==> config.mk <==
export PLATFORM = sky130hd
export DESIGN_NAME = wdg_watchdog
export DESIGN_NICKNAME = d
export VERILOG_FILES = /design/src/pkg/wdg_pkg.sv /design/src/rtl/wdg_osc_tick.sv /design/src/rtl/wdg_watchdog.sv
export SDC_FILE = /design/constraint.sdc
export NUM_CORES = 1
export LEC_CHECK = 0
export CELL_PAD_IN_SITES_DETAIL_PLACEMENT = 1
export CELL_PAD_IN_SITES_GLOBAL_PLACEMENT = 1
export CORE_ASPECT_RATIO = 1.75
export CORE_MARGIN = 10
export CORE_UTILIZATION = 40
export CTS_CLUSTER_SIZE = 30
export DETAILED_ROUTE_END_ITERATION = 16
export DONT_BUFFER_PORTS = 1
export MAX_ROUTING_LAYER = met4
export PLACE_DENSITY_LB_ADDON = 0.25
export SLEW_MARGIN = 15
export SYNTH_ARGS = -nofsm -noshare
export SYNTH_HDL_FRONTEND = slang
export SYNTH_SLANG_ARGS = --single-unit
==> constraint.sdc <==
create_clock -name pclk -period 2.3 [get_ports pclk]
set_clock_uncertainty 0.1 [all_clocks]
set_input_delay 0.115 -clock pclk [delete_from_list [all_inputs] [get_ports pclk]]
set_output_delay 0.115 -clock pclk [all_outputs]
set_load 0.005 [all_outputs]
==> src/pkg/wdg_pkg.sv <==
// wdg_pkg: constants and types for the 24-bit watchdog block
// assumes an APB slave with 32-bit data and a 25 MHz pclk
package wdg_pkg;

  // bus geometry
  localparam int ADDR_W = 14;
  localparam int DATA_W = 32;
  localparam int IDX_W = 12;

  // register indices; byte address is four times the index
  localparam logic [IDX_W-1:0] CTL_IDX = 12'hFF0;
  localparam logic [IDX_W-1:0] UPPER_IDX = 12'hFF1;
  localparam logic [IDX_W-1:0] HIGH_IDX = 12'hFF2;
  localparam logic [IDX_W-1:0] LOW_IDX = 12'hFF3;
  localparam logic [IDX_W-1:0] OPT_IDX = 12'hFF4;

  // control register status bit positions
  localparam int POR_BIT = 7;
  localparam int STOP_BIT = 6;
  localparam int TMO_BIT = 5;
  localparam int EXT_BIT = 4;

  // option register bit positions
  localparam int AO_BIT = 0;
  localparam int RES_BIT = 1;
  localparam logic [1:0] OPT_RESET = 2'h0;

  // key values written to the control address
  localparam logic [7:0] KEY_FIRST = 8'h55;
  localparam logic [7:0] KEY_SECOND = 8'hAA;
  localparam logic [7:0] STOP_OFF_CODE = 8'h81;
  localparam logic [7:0] STOP_ON_CODE = 8'h00;

  // counter values
  localparam logic [23:0] RELOAD_RESET = 24'hFFFFFF;
  localparam logic [23:0] REFRESH_LIMIT = 24'h000002;
  localparam logic [23:0] COUNT_LAST = 24'h000001;
  localparam logic [23:0] COUNT_ONE = 24'h000001;
  localparam logic [23:0] COUNT_RESET = 24'h000000;
  localparam logic [7:0] BYTE_ZERO = 8'h00;

  // timing: oscillator against bus clock
  localparam int OSC_FREQ_KHZ = 10;
  localparam int PCLK_FREQ_KHZ = 25000;
  localparam int OSC_PERIOD_CYCLES = PCLK_FREQ_KHZ / OSC_FREQ_KHZ;

  // reload unlock sequencer states
  typedef enum logic [4:0] {
    UNL_IDLE = 5'h01,
    UNL_KEY1 = 5'h02,
    UNL_KEY2 = 5'h04,
    UNL_UPPER = 5'h08,
    UNL_HIGH = 5'h10
  } wdg_unlock_t;

endpackage

==> src/rtl/wdg_osc_tick.sv <==
// wdg_osc_tick: turns the free watchdog oscillator pin into a pclk enable
// assumes pclk runs far faster than the oscillator
`timescale 1ns/100ps
`default_nettype none
module wdg_osc_tick (
  // clock and reset
  input wire logic pclk,
  input wire logic presetn,
  // oscillator pin
  input wire logic osc_pin,
  // one-cycle enable per oscillator rising edge
  output logic osc_tick
);

  logic sync1;
  logic sync2;
  logic sync2_prev;

  // two-stage synchroniser, then edge history
  always_ff @(posedge pclk or negedge presetn) begin
    if (!presetn) begin
      sync1 <= 1'b0;
      sync2 <= 1'b0;
      sync2_prev <= 1'b0;
    end else begin
      sync1 <= osc_pin;
      sync2 <= sync1;
      sync2_prev <= sync2;
    end
  end

  // rising edge pulse, registered
  always_ff @(posedge pclk or negedge presetn) begin
    if (!presetn) begin
      osc_tick <= 1'b0;
    end else begin
      osc_tick <= sync2 & ~sync2_prev;
    end
  end

endmodule // wdg_osc_tick
`default_nettype wire

==> src/rtl/wdg_watchdog.sv <==
// wdg_watchdog: 24-bit reloadable down-counting watchdog with APB registers
// assumes core strobes on pclk, oscillator pin asynchronous to pclk
//
// The address map and register access over APB are this design's own decisions.
`timescale 1ns/100ps
`default_nettype none
module wdg_watchdog (
  // clock and reset
  input wire logic pclk,
  input wire logic presetn,
  // apb slave
  input wire logic psel,
  input wire logic penable,
  input wire logic pwrite,
  input wire logic [wdg_pkg::ADDR_W-1:0] paddr,
  input wire logic [wdg_pkg::DATA_W-1:0] pwdata,
  output logic [wdg_pkg::DATA_W-1:0] prdata,
  output logic pready,
  output logic pslverr,
  // watchdog oscillator pin
  input wire logic osc_pin,
  // core status and strobes
  input wire logic refresh_insn,
  input wire logic debug_mode,
  input wire logic stop_mode,
  input wire logic ext_reset_seen,
  // responses
  output logic timeout_irq,
  output logic chip_reset_req,
  output logic stop_recovery_req,
  output logic osc_run
);

  // index to byte address
  function automatic logic [wdg_pkg::ADDR_W-1:0] idx_addr(input logic [wdg_pkg::IDX_W-1:0] idx);
    idx_addr = {idx, 2'b00};
  endfunction

  // byte lane of the count selected by a reload register index
  function automatic logic [7:0] count_byte(input logic [23:0] cnt, input logic [wdg_pkg::IDX_W-1:0] idx);
    unique case (idx)
      wdg_pkg::UPPER_IDX: count_byte = cnt[23:16];
      wdg_pkg::HIGH_IDX: count_byte = cnt[15:8];
      default: count_byte = cnt[7:0];
    endcase
  endfunction

  logic osc_tick;
  logic [23:0] count;
  logic [23:0] reload;
  logic enabled;
  logic stop_disable;
  logic always_on_option;
  logic timeout_response_option;
  logic [3:0] status;
  wdg_pkg::wdg_unlock_t unlock_state;
  wdg_pkg::wdg_unlock_t next_unlock_state;

  logic access;
  logic wr_en;
  logic rd_en;
  logic hit_ctl;
  logic hit_upper;
  logic hit_high;
  logic hit_low;
  logic hit_opt;
  logic hit_any;
  logic [7:0] wbyte;
  logic enable_req;
  logic counting;
  logic refresh_load;
  logic timeout;
  logic stop_seq_write;

  // oscillator edge to pclk enable
  wdg_osc_tick u_osc_tick (
    .pclk(pclk),
    .presetn(presetn),
    .osc_pin(osc_pin),
    .osc_tick(osc_tick)
  );

  // apb decode
  assign access = psel & penable;
  assign wr_en = access & pwrite;
  assign rd_en = access & ~pwrite;
  assign hit_ctl = (paddr == idx_addr(wdg_pkg::CTL_IDX));
  assign hit_upper = (paddr == idx_addr(wdg_pkg::UPPER_IDX));
  assign hit_high = (paddr == idx_addr(wdg_pkg::HIGH_IDX));
  assign hit_low = (paddr == idx_addr(wdg_pkg::LOW_IDX));
  assign hit_opt = (paddr == idx_addr(wdg_pkg::OPT_IDX));
  assign hit_any = hit_ctl | hit_upper | hit_high | hit_low | hit_opt;
  assign wbyte = pwdata[7:0];

  // zero wait states, error on unmapped address
  assign pready = 1'b1;
  assign pslverr = access & ~hit_any;

  // read data captured in the setup cycle, held through access
  always_ff @(posedge pclk or negedge presetn) begin
    if (!presetn) begin
      prdata <= '0;
    end else if (psel & ~penable & ~pwrite) begin
      if (hit_ctl) begin
        prdata <= {24'h000000, status, 4'h0};
      end else if (hit_upper | hit_high | hit_low) begin
        prdata <= {24'h000000, count_byte(count, paddr[wdg_pkg::ADDR_W-1:2])};
      end else if (hit_opt) begin
        prdata <= {30'h00000000, timeout_response_option, always_on_option};
      end else begin
        prdata <= '0;
      end
    end
  end

  // unlock sequencer: keys then stop code, or keys then ordered reload bytes
  always_comb begin
    next_unlock_state = unlock_state;
    stop_seq_write = 1'b0;
    if (wr_en) begin
      next_unlock_state = wdg_pkg::UNL_IDLE; // any out-of-order write aborts
      unique case (unlock_state)
        wdg_pkg::UNL_IDLE: begin
          if (hit_ctl && wbyte == wdg_pkg::KEY_FIRST) begin
            next_unlock_state = wdg_pkg::UNL_KEY1;
          end
        end
        wdg_pkg::UNL_KEY1: begin
          if (hit_ctl && wbyte == wdg_pkg::KEY_SECOND) begin
            next_unlock_state = wdg_pkg::UNL_KEY2;
          end else if (hit_ctl && wbyte == wdg_pkg::KEY_FIRST) begin
            next_unlock_state = wdg_pkg::UNL_KEY1;
          end
        end
        wdg_pkg::UNL_KEY2: begin
          if (hit_upper) begin
            next_unlock_state = wdg_pkg::UNL_UPPER;
          end else if (hit_ctl && (wbyte == wdg_pkg::STOP_OFF_CODE || wbyte == wdg_pkg::STOP_ON_CODE)) begin
            stop_seq_write = 1'b1;
          end else if (hit_ctl && wbyte == wdg_pkg::KEY_FIRST) begin
            next_unlock_state = wdg_pkg::UNL_KEY1;
          end
        end
        wdg_pkg::UNL_UPPER: begin
          if (hit_high) begin
            next_unlock_state = wdg_pkg::UNL_HIGH;
          end
        end
        wdg_pkg::UNL_HIGH: begin
          next_unlock_state = wdg_pkg::UNL_IDLE;
        end
      endcase
    end
  end

  // sequencer state
  always_ff @(posedge pclk or negedge presetn) begin
    if (!presetn) begin
      unlock_state <= wdg_pkg::UNL_IDLE;
    end else begin
      unlock_state <= next_unlock_state;
    end
  end

  // reload bytes, writable only at their turn in the unlock sequence
  always_ff @(posedge pclk or negedge presetn) begin
    if (!presetn) begin
      reload <= wdg_pkg::RELOAD_RESET;
    end else if (wr_en) begin
      if (unlock_state == wdg_pkg::UNL_KEY2 && hit_upper) begin
        reload[23:16] <= wbyte;
      end
      if (unlock_state == wdg_pkg::UNL_UPPER && hit_high) begin
        reload[15:8] <= wbyte;
      end
      if (unlock_state == wdg_pkg::UNL_HIGH && hit_low) begin
        reload[7:0] <= wbyte;
      end
    end
  end

  // stop-mode disable flag, default running in stop
  always_ff @(posedge pclk or negedge presetn) begin
    if (!presetn) begin
      stop_disable <= 1'b0;
    end else if (stop_seq_write) begin
      stop_disable <= (wbyte == wdg_pkg::STOP_OFF_CODE);
    end
  end

  // option bits held in a software register
  always_ff @(posedge pclk or negedge presetn) begin
    if (!presetn) begin
      always_on_option <= wdg_pkg::OPT_RESET[wdg_pkg::AO_BIT];
      timeout_response_option <= wdg_pkg::OPT_RESET[wdg_pkg::RES_BIT];
    end else if (wr_en && hit_opt) begin
      always_on_option <= pwdata[wdg_pkg::AO_BIT];
      timeout_response_option <= pwdata[wdg_pkg::RES_BIT];
    end
  end

  // enable, reload and count conditions
  assign enable_req = refresh_insn | always_on_option;
  assign counting = enabled & ~(stop_mode & stop_disable);
  assign refresh_load = debug_mode | (refresh_insn & (count > wdg_pkg::REFRESH_LIMIT));
  assign timeout = counting & ~refresh_load & osc_tick & (count == wdg_pkg::COUNT_LAST);

  // on latch: once on, stays on until reset
  always_ff @(posedge pclk or negedge presetn) begin
    if (!presetn) begin
      enabled <= 1'b0;
    end else if (enable_req) begin
      enabled <= 1'b1;
    end
  end

  // the down-counter
  always_ff @(posedge pclk or negedge presetn) begin
    if (!presetn) begin
      count <= wdg_pkg::COUNT_RESET;
    end else if (!enabled) begin
      if (enable_req) begin
        count <= reload;
      end
    end else if (refresh_load) begin
      count <= reload;
    end else if (counting && osc_tick) begin
      count <= count - wdg_pkg::COUNT_ONE;
    end
  end

  // oscillator run request follows the stop disable setting
  always_ff @(posedge pclk or negedge presetn) begin
    if (!presetn) begin
      osc_run <= 1'b1;
    end else begin
      osc_run <= ~(stop_mode & stop_disable);
    end
  end

  // timeout responses as one-cycle pulses
  always_ff @(posedge pclk or negedge presetn) begin
    if (!presetn) begin
      timeout_irq <= 1'b0;
      chip_reset_req <= 1'b0;
      stop_recovery_req <= 1'b0;
    end else begin
      timeout_irq <= timeout & ~timeout_response_option;
      chip_reset_req <= timeout & timeout_response_option & ~stop_mode;
      stop_recovery_req <= timeout & timeout_response_option & stop_mode;
    end
  end

  // status bits: events set, control read clears, set wins
  always_ff @(posedge pclk or negedge presetn) begin
    if (!presetn) begin
      status <= 4'h8; // power-on marker set at reset
    end else begin
      if (rd_en && hit_ctl) begin
        status <= 4'h0;
      end
      if (ext_reset_seen) begin
        status[wdg_pkg::EXT_BIT-4] <= 1'b1;
      end
      if (timeout) begin
        status[wdg_pkg::POR_BIT-4] <= 1'b0;
        status[wdg_pkg::TMO_BIT-4] <= 1'b1;
        status[wdg_pkg::STOP_BIT-4] <= stop_mode & timeout_response_option;
      end
    end
  end

endmodule // wdg_watchdog
`default_nettype wire

# After elaboration in Yosys (flattened, before gate mapping)
# Cells that the tools add are included.
[totals] reg_bits=101 latch_bits=0 ram_bits=0 rom_bits=0 inputBits=56 output_inout_bits=38 word_cells=112 mem_count=0
[classes] add_sub_neg=1 mul=0 n_div=0 n_lt_le_gt_ge=1 eq_ne=17 shift=0 n_mux=21 n_bitwise=34 n_reduce_logical=18
[op_table] operator="$mux W24" n=4
[op_table] operator="$eq A14 B14 Y1 const B" n=5
[op_table] operator="$mux W32" n=1
[op_table] operator="$pmux W5 S5" n=1
[op_table] operator="$eq A12 B12 Y1 const B" n=2
[op_table] operator="$eq A24 B1 Y1 const B" n=1
[op_table] operator="$gt A24 B2 Y1 const B" n=1
[op_table] operator="$sub A24 B1 Y24 const B" n=1
[op_table] operator="$and A1 B1 Y1" n=18
[op_table] operator="$eq A8 B8 Y1 const B" n=2
[op_table] operator="$pmux W8 S2" n=1
[op_table] operator="$logic_and A1 B1 Y1" n=9
[op_table] operator="$eq A8 B7 Y1 const B" n=1
[op_table] operator="$logic_not A8 Y1" n=1
[op_table] operator="$mux W4" n=2
[op_table] operator="$mux W8" n=1
[op_table] operator="$not A1 Y1" n=8
[op_table] operator="$or A1 B1 Y1" n=8
[op_table] operator="$reduce_and A2 Y1" n=4
[op_table] operator="$mux W2" n=3
[op_table] operator="$mux W3" n=2
[op_table] operator="$reduce_bool A2 Y1" n=3
[op_table] operator="$eq A5 B1 Y1 const B" n=1
[op_table] operator="$eq A5 B2 Y1 const B" n=1
[op_table] operator="7 further kinds" n=11

# Depth between registers and ports, before layout
[logic_depth] depth_word=9 ltp_mapped=7 ltp_nobuf=7

# Cells and area by module
# A second synthesis with hierarchy kept.
[hier_totals] cells_unflattened=496 hier_area_um2=4653.2
[modules_own_cells] module="wdg_watchdog" n_inst=1 cells_per_inst=491 area_per_inst_um2=4539.4
[modules_own_cells] module="wdg_osc_tick" n_inst=1 cells_per_inst=5 area_per_inst_um2=113.9

# Worst setup path after synthesis
# Ideal clock, no wire load.
[synth_timing] path_type="register to register" startpoint="register count[7]" endpoint="register count[13]" t_arrival_ps=2124 required_ps=2059 slack_ps=-64 stages_incl_launch_ff=6 period_less_slack_ps=2364 path_cell_list="dfrtp_1 -> or4_4 -> or4_4 -> or4_4 -> nand4_1 -> o311ai_2"
[synth_between] elab_chain_len=5
[synth_lines] item="start, declared" line_no="wdg_watchdog.sv:49" source="logic [23:0] count;"
[synth_lines] item="start signal, assigned" line_no="wdg_watchdog.sv:220" source="count <= wdg_pkg::COUNT_RESET;"
[synth_lines] item="start signal, assigned" line_no="wdg_watchdog.sv:223" source="count <= reload;"
[synth_lines] item="start signal, assigned" line_no="wdg_watchdog.sv:226" source="count <= reload;"
[synth_lines] item="$gt A24 B2 Y1" line_no="wdg_watchdog.sv:205" source="assign refresh_load = debug_mode | (refresh_insn & (count > wdg_pkg::REFRESH_LIMIT));"
[synth_lines] item="$and A1 B1 Y1" line_no="wdg_watchdog.sv:205"
[synth_lines] item="$or A1 B1 Y1" line_no="wdg_watchdog.sv:205"
[synth_lines] item="$ne A3 B1 Y1 (no line) / $mux W24 (equally long branches)"
[synth_lines] item="$reduce_and A2 Y1 (no line) / $mux W24 (equally long branches)"
# Parallel ways exist; a longest one is shown, timed or not. The select of a mux whose other input is x is not followed.
# A chain may end at the register's enable or synchronous reset.

# Final worst setup path
# Same ends and word-level chain as after synthesis.

==> flow_metrics.py <==
metrics = {
    "placement": {
        "dp.cells": 625,
        "gp_congestion": 0.9623,
        "portBuffers": 0,
        "hpwl_um": 12240,
    },
    "power": {
        "peakVddDrop_mv": 0.3942,
        "leakagePower_nw": 2.573,
        "p_total_mw": 3.723,
        "cellPowerDensity_nw_per_um2": 652.0,
    },
    "logic_synthesis": {
        "synthFlopType": "dfrtp_1",
        "synth_top_cell_by_area": "dfrtp_1",
        "synth_area_per_cell_um2": 10.29,
        "synth_top_area_share_pct": 28.34,
        "yosysMostFrequentCell": "dfrtp_1",
        "async_flop_share_pct": 100.0,
        "synth_cells": 429,
        "ys_types": 73,
        "synth_top_cells_by_count": "dfrtp_1, nand2_1, buf_4",
        "yosys-top-cells-area": "dfrtp_1, dfstp_2, mux2_2, buf_4, nand2_1",
        "synth_warnings": 0,
        "synth_edf_count": 0,
        "ys_ff_latch": 77,
        "syn_area_um2": 4415,
        "synth_seq_area_share_pct": 44.40,
    },
    "timing": {
        "finalHoldViolations": 0,
        "grt_setup_unrepaired": "yes",
        "setup_violations": 14,
        "hold_slack_ns": 0.008769,
        "fmax_mhz": 416.4,
        "fin_setup_tns_ns": -0.8073,
        "tightest_slew_ns": 0.5243,
        "fin_ws_ns": -0.1017,
        "period_needed_ns": 2.402,
        "min_period_over_period_pct": 104.4,
        "slew_headroom_pct": 64.93,
        "slew_violations": 0,
    },
    "route": {
        "num_vias": 4069,
        "ant_nets": 0,
        "drcViolationCount": 0,
        "via_per_inst": 6.100,
        "dr.pass1.iters": 4,
        "wl_um": 16990,
        "wire_per_inst_um": 25.47,
        "drt_iter0_drc": 288,
    },
    "final_layout": {
        "area_growth_syn_to_layout_pct": 29.33,
        "finish.net_count": 590,
        "instances_no_fill": 667,
        "multiInputGateArea_um2": 2366,
        "fillers": 1230,
        "seq_area_um2": 1961,
        "drive_gt1_share_pct": 36.57,
    },
    "outcome": {
        "violations": "negative setup slack",
        "status": "finished with violations",
    },
    "critical_path": {
        "crit_fanout": 10,
        "worst_ep_required_time_ns": 2.41,
        "reg2reg_depth": 10,
        "rr_endpoint": "count[13]$_DFFE_PN0P_",
        "critPathKind": "reg2reg",
        "r2r_slack_ns": -0.10,
        "cp-start-kind": "register",
        "r2r_start": "count[7]$_DFFE_PN0P_",
        "arrival_ns": 2.51,
        "cp-end-kind": "register",
    },
    "min_path": {
        "hold_class": "in2reg",
        "min_to": "prdata[6]$_DFFE_PN0P_",
        "hold_path_startpoint": "paddr[3]",
        "hold_depth": 3,
    },
    "clock_network": {
        "clock_sinks": 77,
        "clk-insertion-delay-late_ns": 0.34,
        "cts-root-buf": "clkbuf_16",
        "cts_made_buffers": 9,
        "cts_max_path_buffers": 2,
        "clkTransAtPathRegs_ns": 0.06,
        "tritoncts": "done",
        "cts_max_level": 3,
    },
    "global_routing": {
        "overflow": 0,
        "grt_pass1_vias": 4476,
        "use_met1_pct": 21.12,
        "antenna_found_initial": 2,
        "busiest_layer": "met2",
        "grt_use_total_pct": 21.71,
        "grtUsageMet2_pct": 37.04,
        "grt_max_degree": 78,
        "grt_pass1_wl_um": 25740,
        "grt.met3_usage_pct": 4.991,
    },
    "job": {
        "timing.max_cap.violations": 0,
    },
    "floorplanning": {
        "coreArea_um2": 10760,
        "dieArea_um2": 15810,
        "initial_utilization_pct": 41.03,
        "die_h_um": 159.0,
        "rows": 50,
        "ioPinCount": 94,
        "die_width_um": 99.42,
    },
}
registers in the layout (all words and copies together), names as in the netlist, 4 cells and up:
register      cells
prdata            8
status            4
unlock_state      5
reload           24
count            24
cells by family after synthesis:
family          Yosys count  synth area share, %
compound gates           83                13.63
buf+inv                  45                6.602
flops                    77                44.40
xor+xnor                  5               0.9920
simple gates            181                23.92
mux                      33                9.436
fa+ha+maj                 3               0.8502
other cells               2               0.1701
metrics by stage:
stage / area (µm²) / utilization, % / setup slack (ns)
floorplan: 4502 / - / -0.03913
global placement: 5024 / 46.69 / -0.05646
detailed placement: 5024 / 46.69 / -0.1061
CTS: 5598 / 52.02 / -0.07622
global route: 5710 / 53.07 / -0.1507
finish: 5710 / 53.07 / -0.1017
what timing repair did:
item,CTS,global route
setup endpoints to repair,12,23
endpoints found under the hold margin,117,0
resized for setup,19,19
setup buffers,5,2
hold buffers,18,0
pin swaps,8,7
layout by cell type (no fill, tap or decap), types with 4 or more instances in the layout:
cell and count:
a21o_1 7, a21oi_1 8, and2_1 4, and3_1 5, buf_4 83, buf_6 5, clkbuf_16 9, conb_1 25
dfrtp_1 50, dfstp_2 27, dlygate4sd3_1 17, inv_1 5, mux2_2 26, nand2_1 38, nand3_1 20, nand3b_1 4
nand4_1 21, nor2_1 20, nor2b_1 6, nor3_1 14, nor4_1 6, nor4_2 4, nor4_4 4, o2111ai_1 4
o211ai_1 7, o21ai_0 16, o21ai_1 5, or4_1 9
area by class of cell:
type	instances	share of cell area (%)
well taps	130	2.848
clock buffers	11	4.251
clock inverters	5	0.9860
diodes	1	0.04382
inverters	6	0.3944
flip-flops and latches	77	34.33
multi-input cells	330	41.43
repair buffers	107	15.71
how the worst max path moves through the flow:
stage                            end            startpoint
2_1_floorplan  count[13]$_DFFE_PN0P_  count[6]$_DFFE_PN0P_
3_3_place_gp   count[23]$_DFFE_PN0P_  count[7]$_DFFE_PN0P_
3_5_place_dp   count[23]$_DFFE_PN0P_  count[7]$_DFFE_PN0P_
4_1_cts         count[6]$_DFFE_PN0P_  count[6]$_DFFE_PN0P_
5_1_grt         count[7]$_DFFE_PN0P_  count[7]$_DFFE_PN0P_
6_report       count[13]$_DFFE_PN0P_  count[7]$_DFFE_PN0P_
layer usage:
layer	share of wire, %	vias up
met4	5.6	0
li1	-	1794
met2	54	148
met3	5.4	53
met1	35	2074
met5	0	-
worst max-delay path, stage by stage, from the launching register on:
cell      delay (ns)
dfrtp_1         0.41
nor4_2          0.29
buf_4           0.17
nand4b_1        0.12
buf_4           0.19
o31a_1          0.33
buf_12          0.16
buf_6           0.16
o21ai_2         0.13
buf_4           0.13
o311ai_2        0.09
report_power, final:
group | leakage, nW | internal (mW) | total (mW) | switching [mW]
logic | 1.48 | 0.369 | 0.822 | 0.453
registers | 0.946 | 1.39 | 1.43 | 0.0383
clock network | 0.151 | 0.875 | 1.47 | 0.596
(Power assumes the default switching activity.)
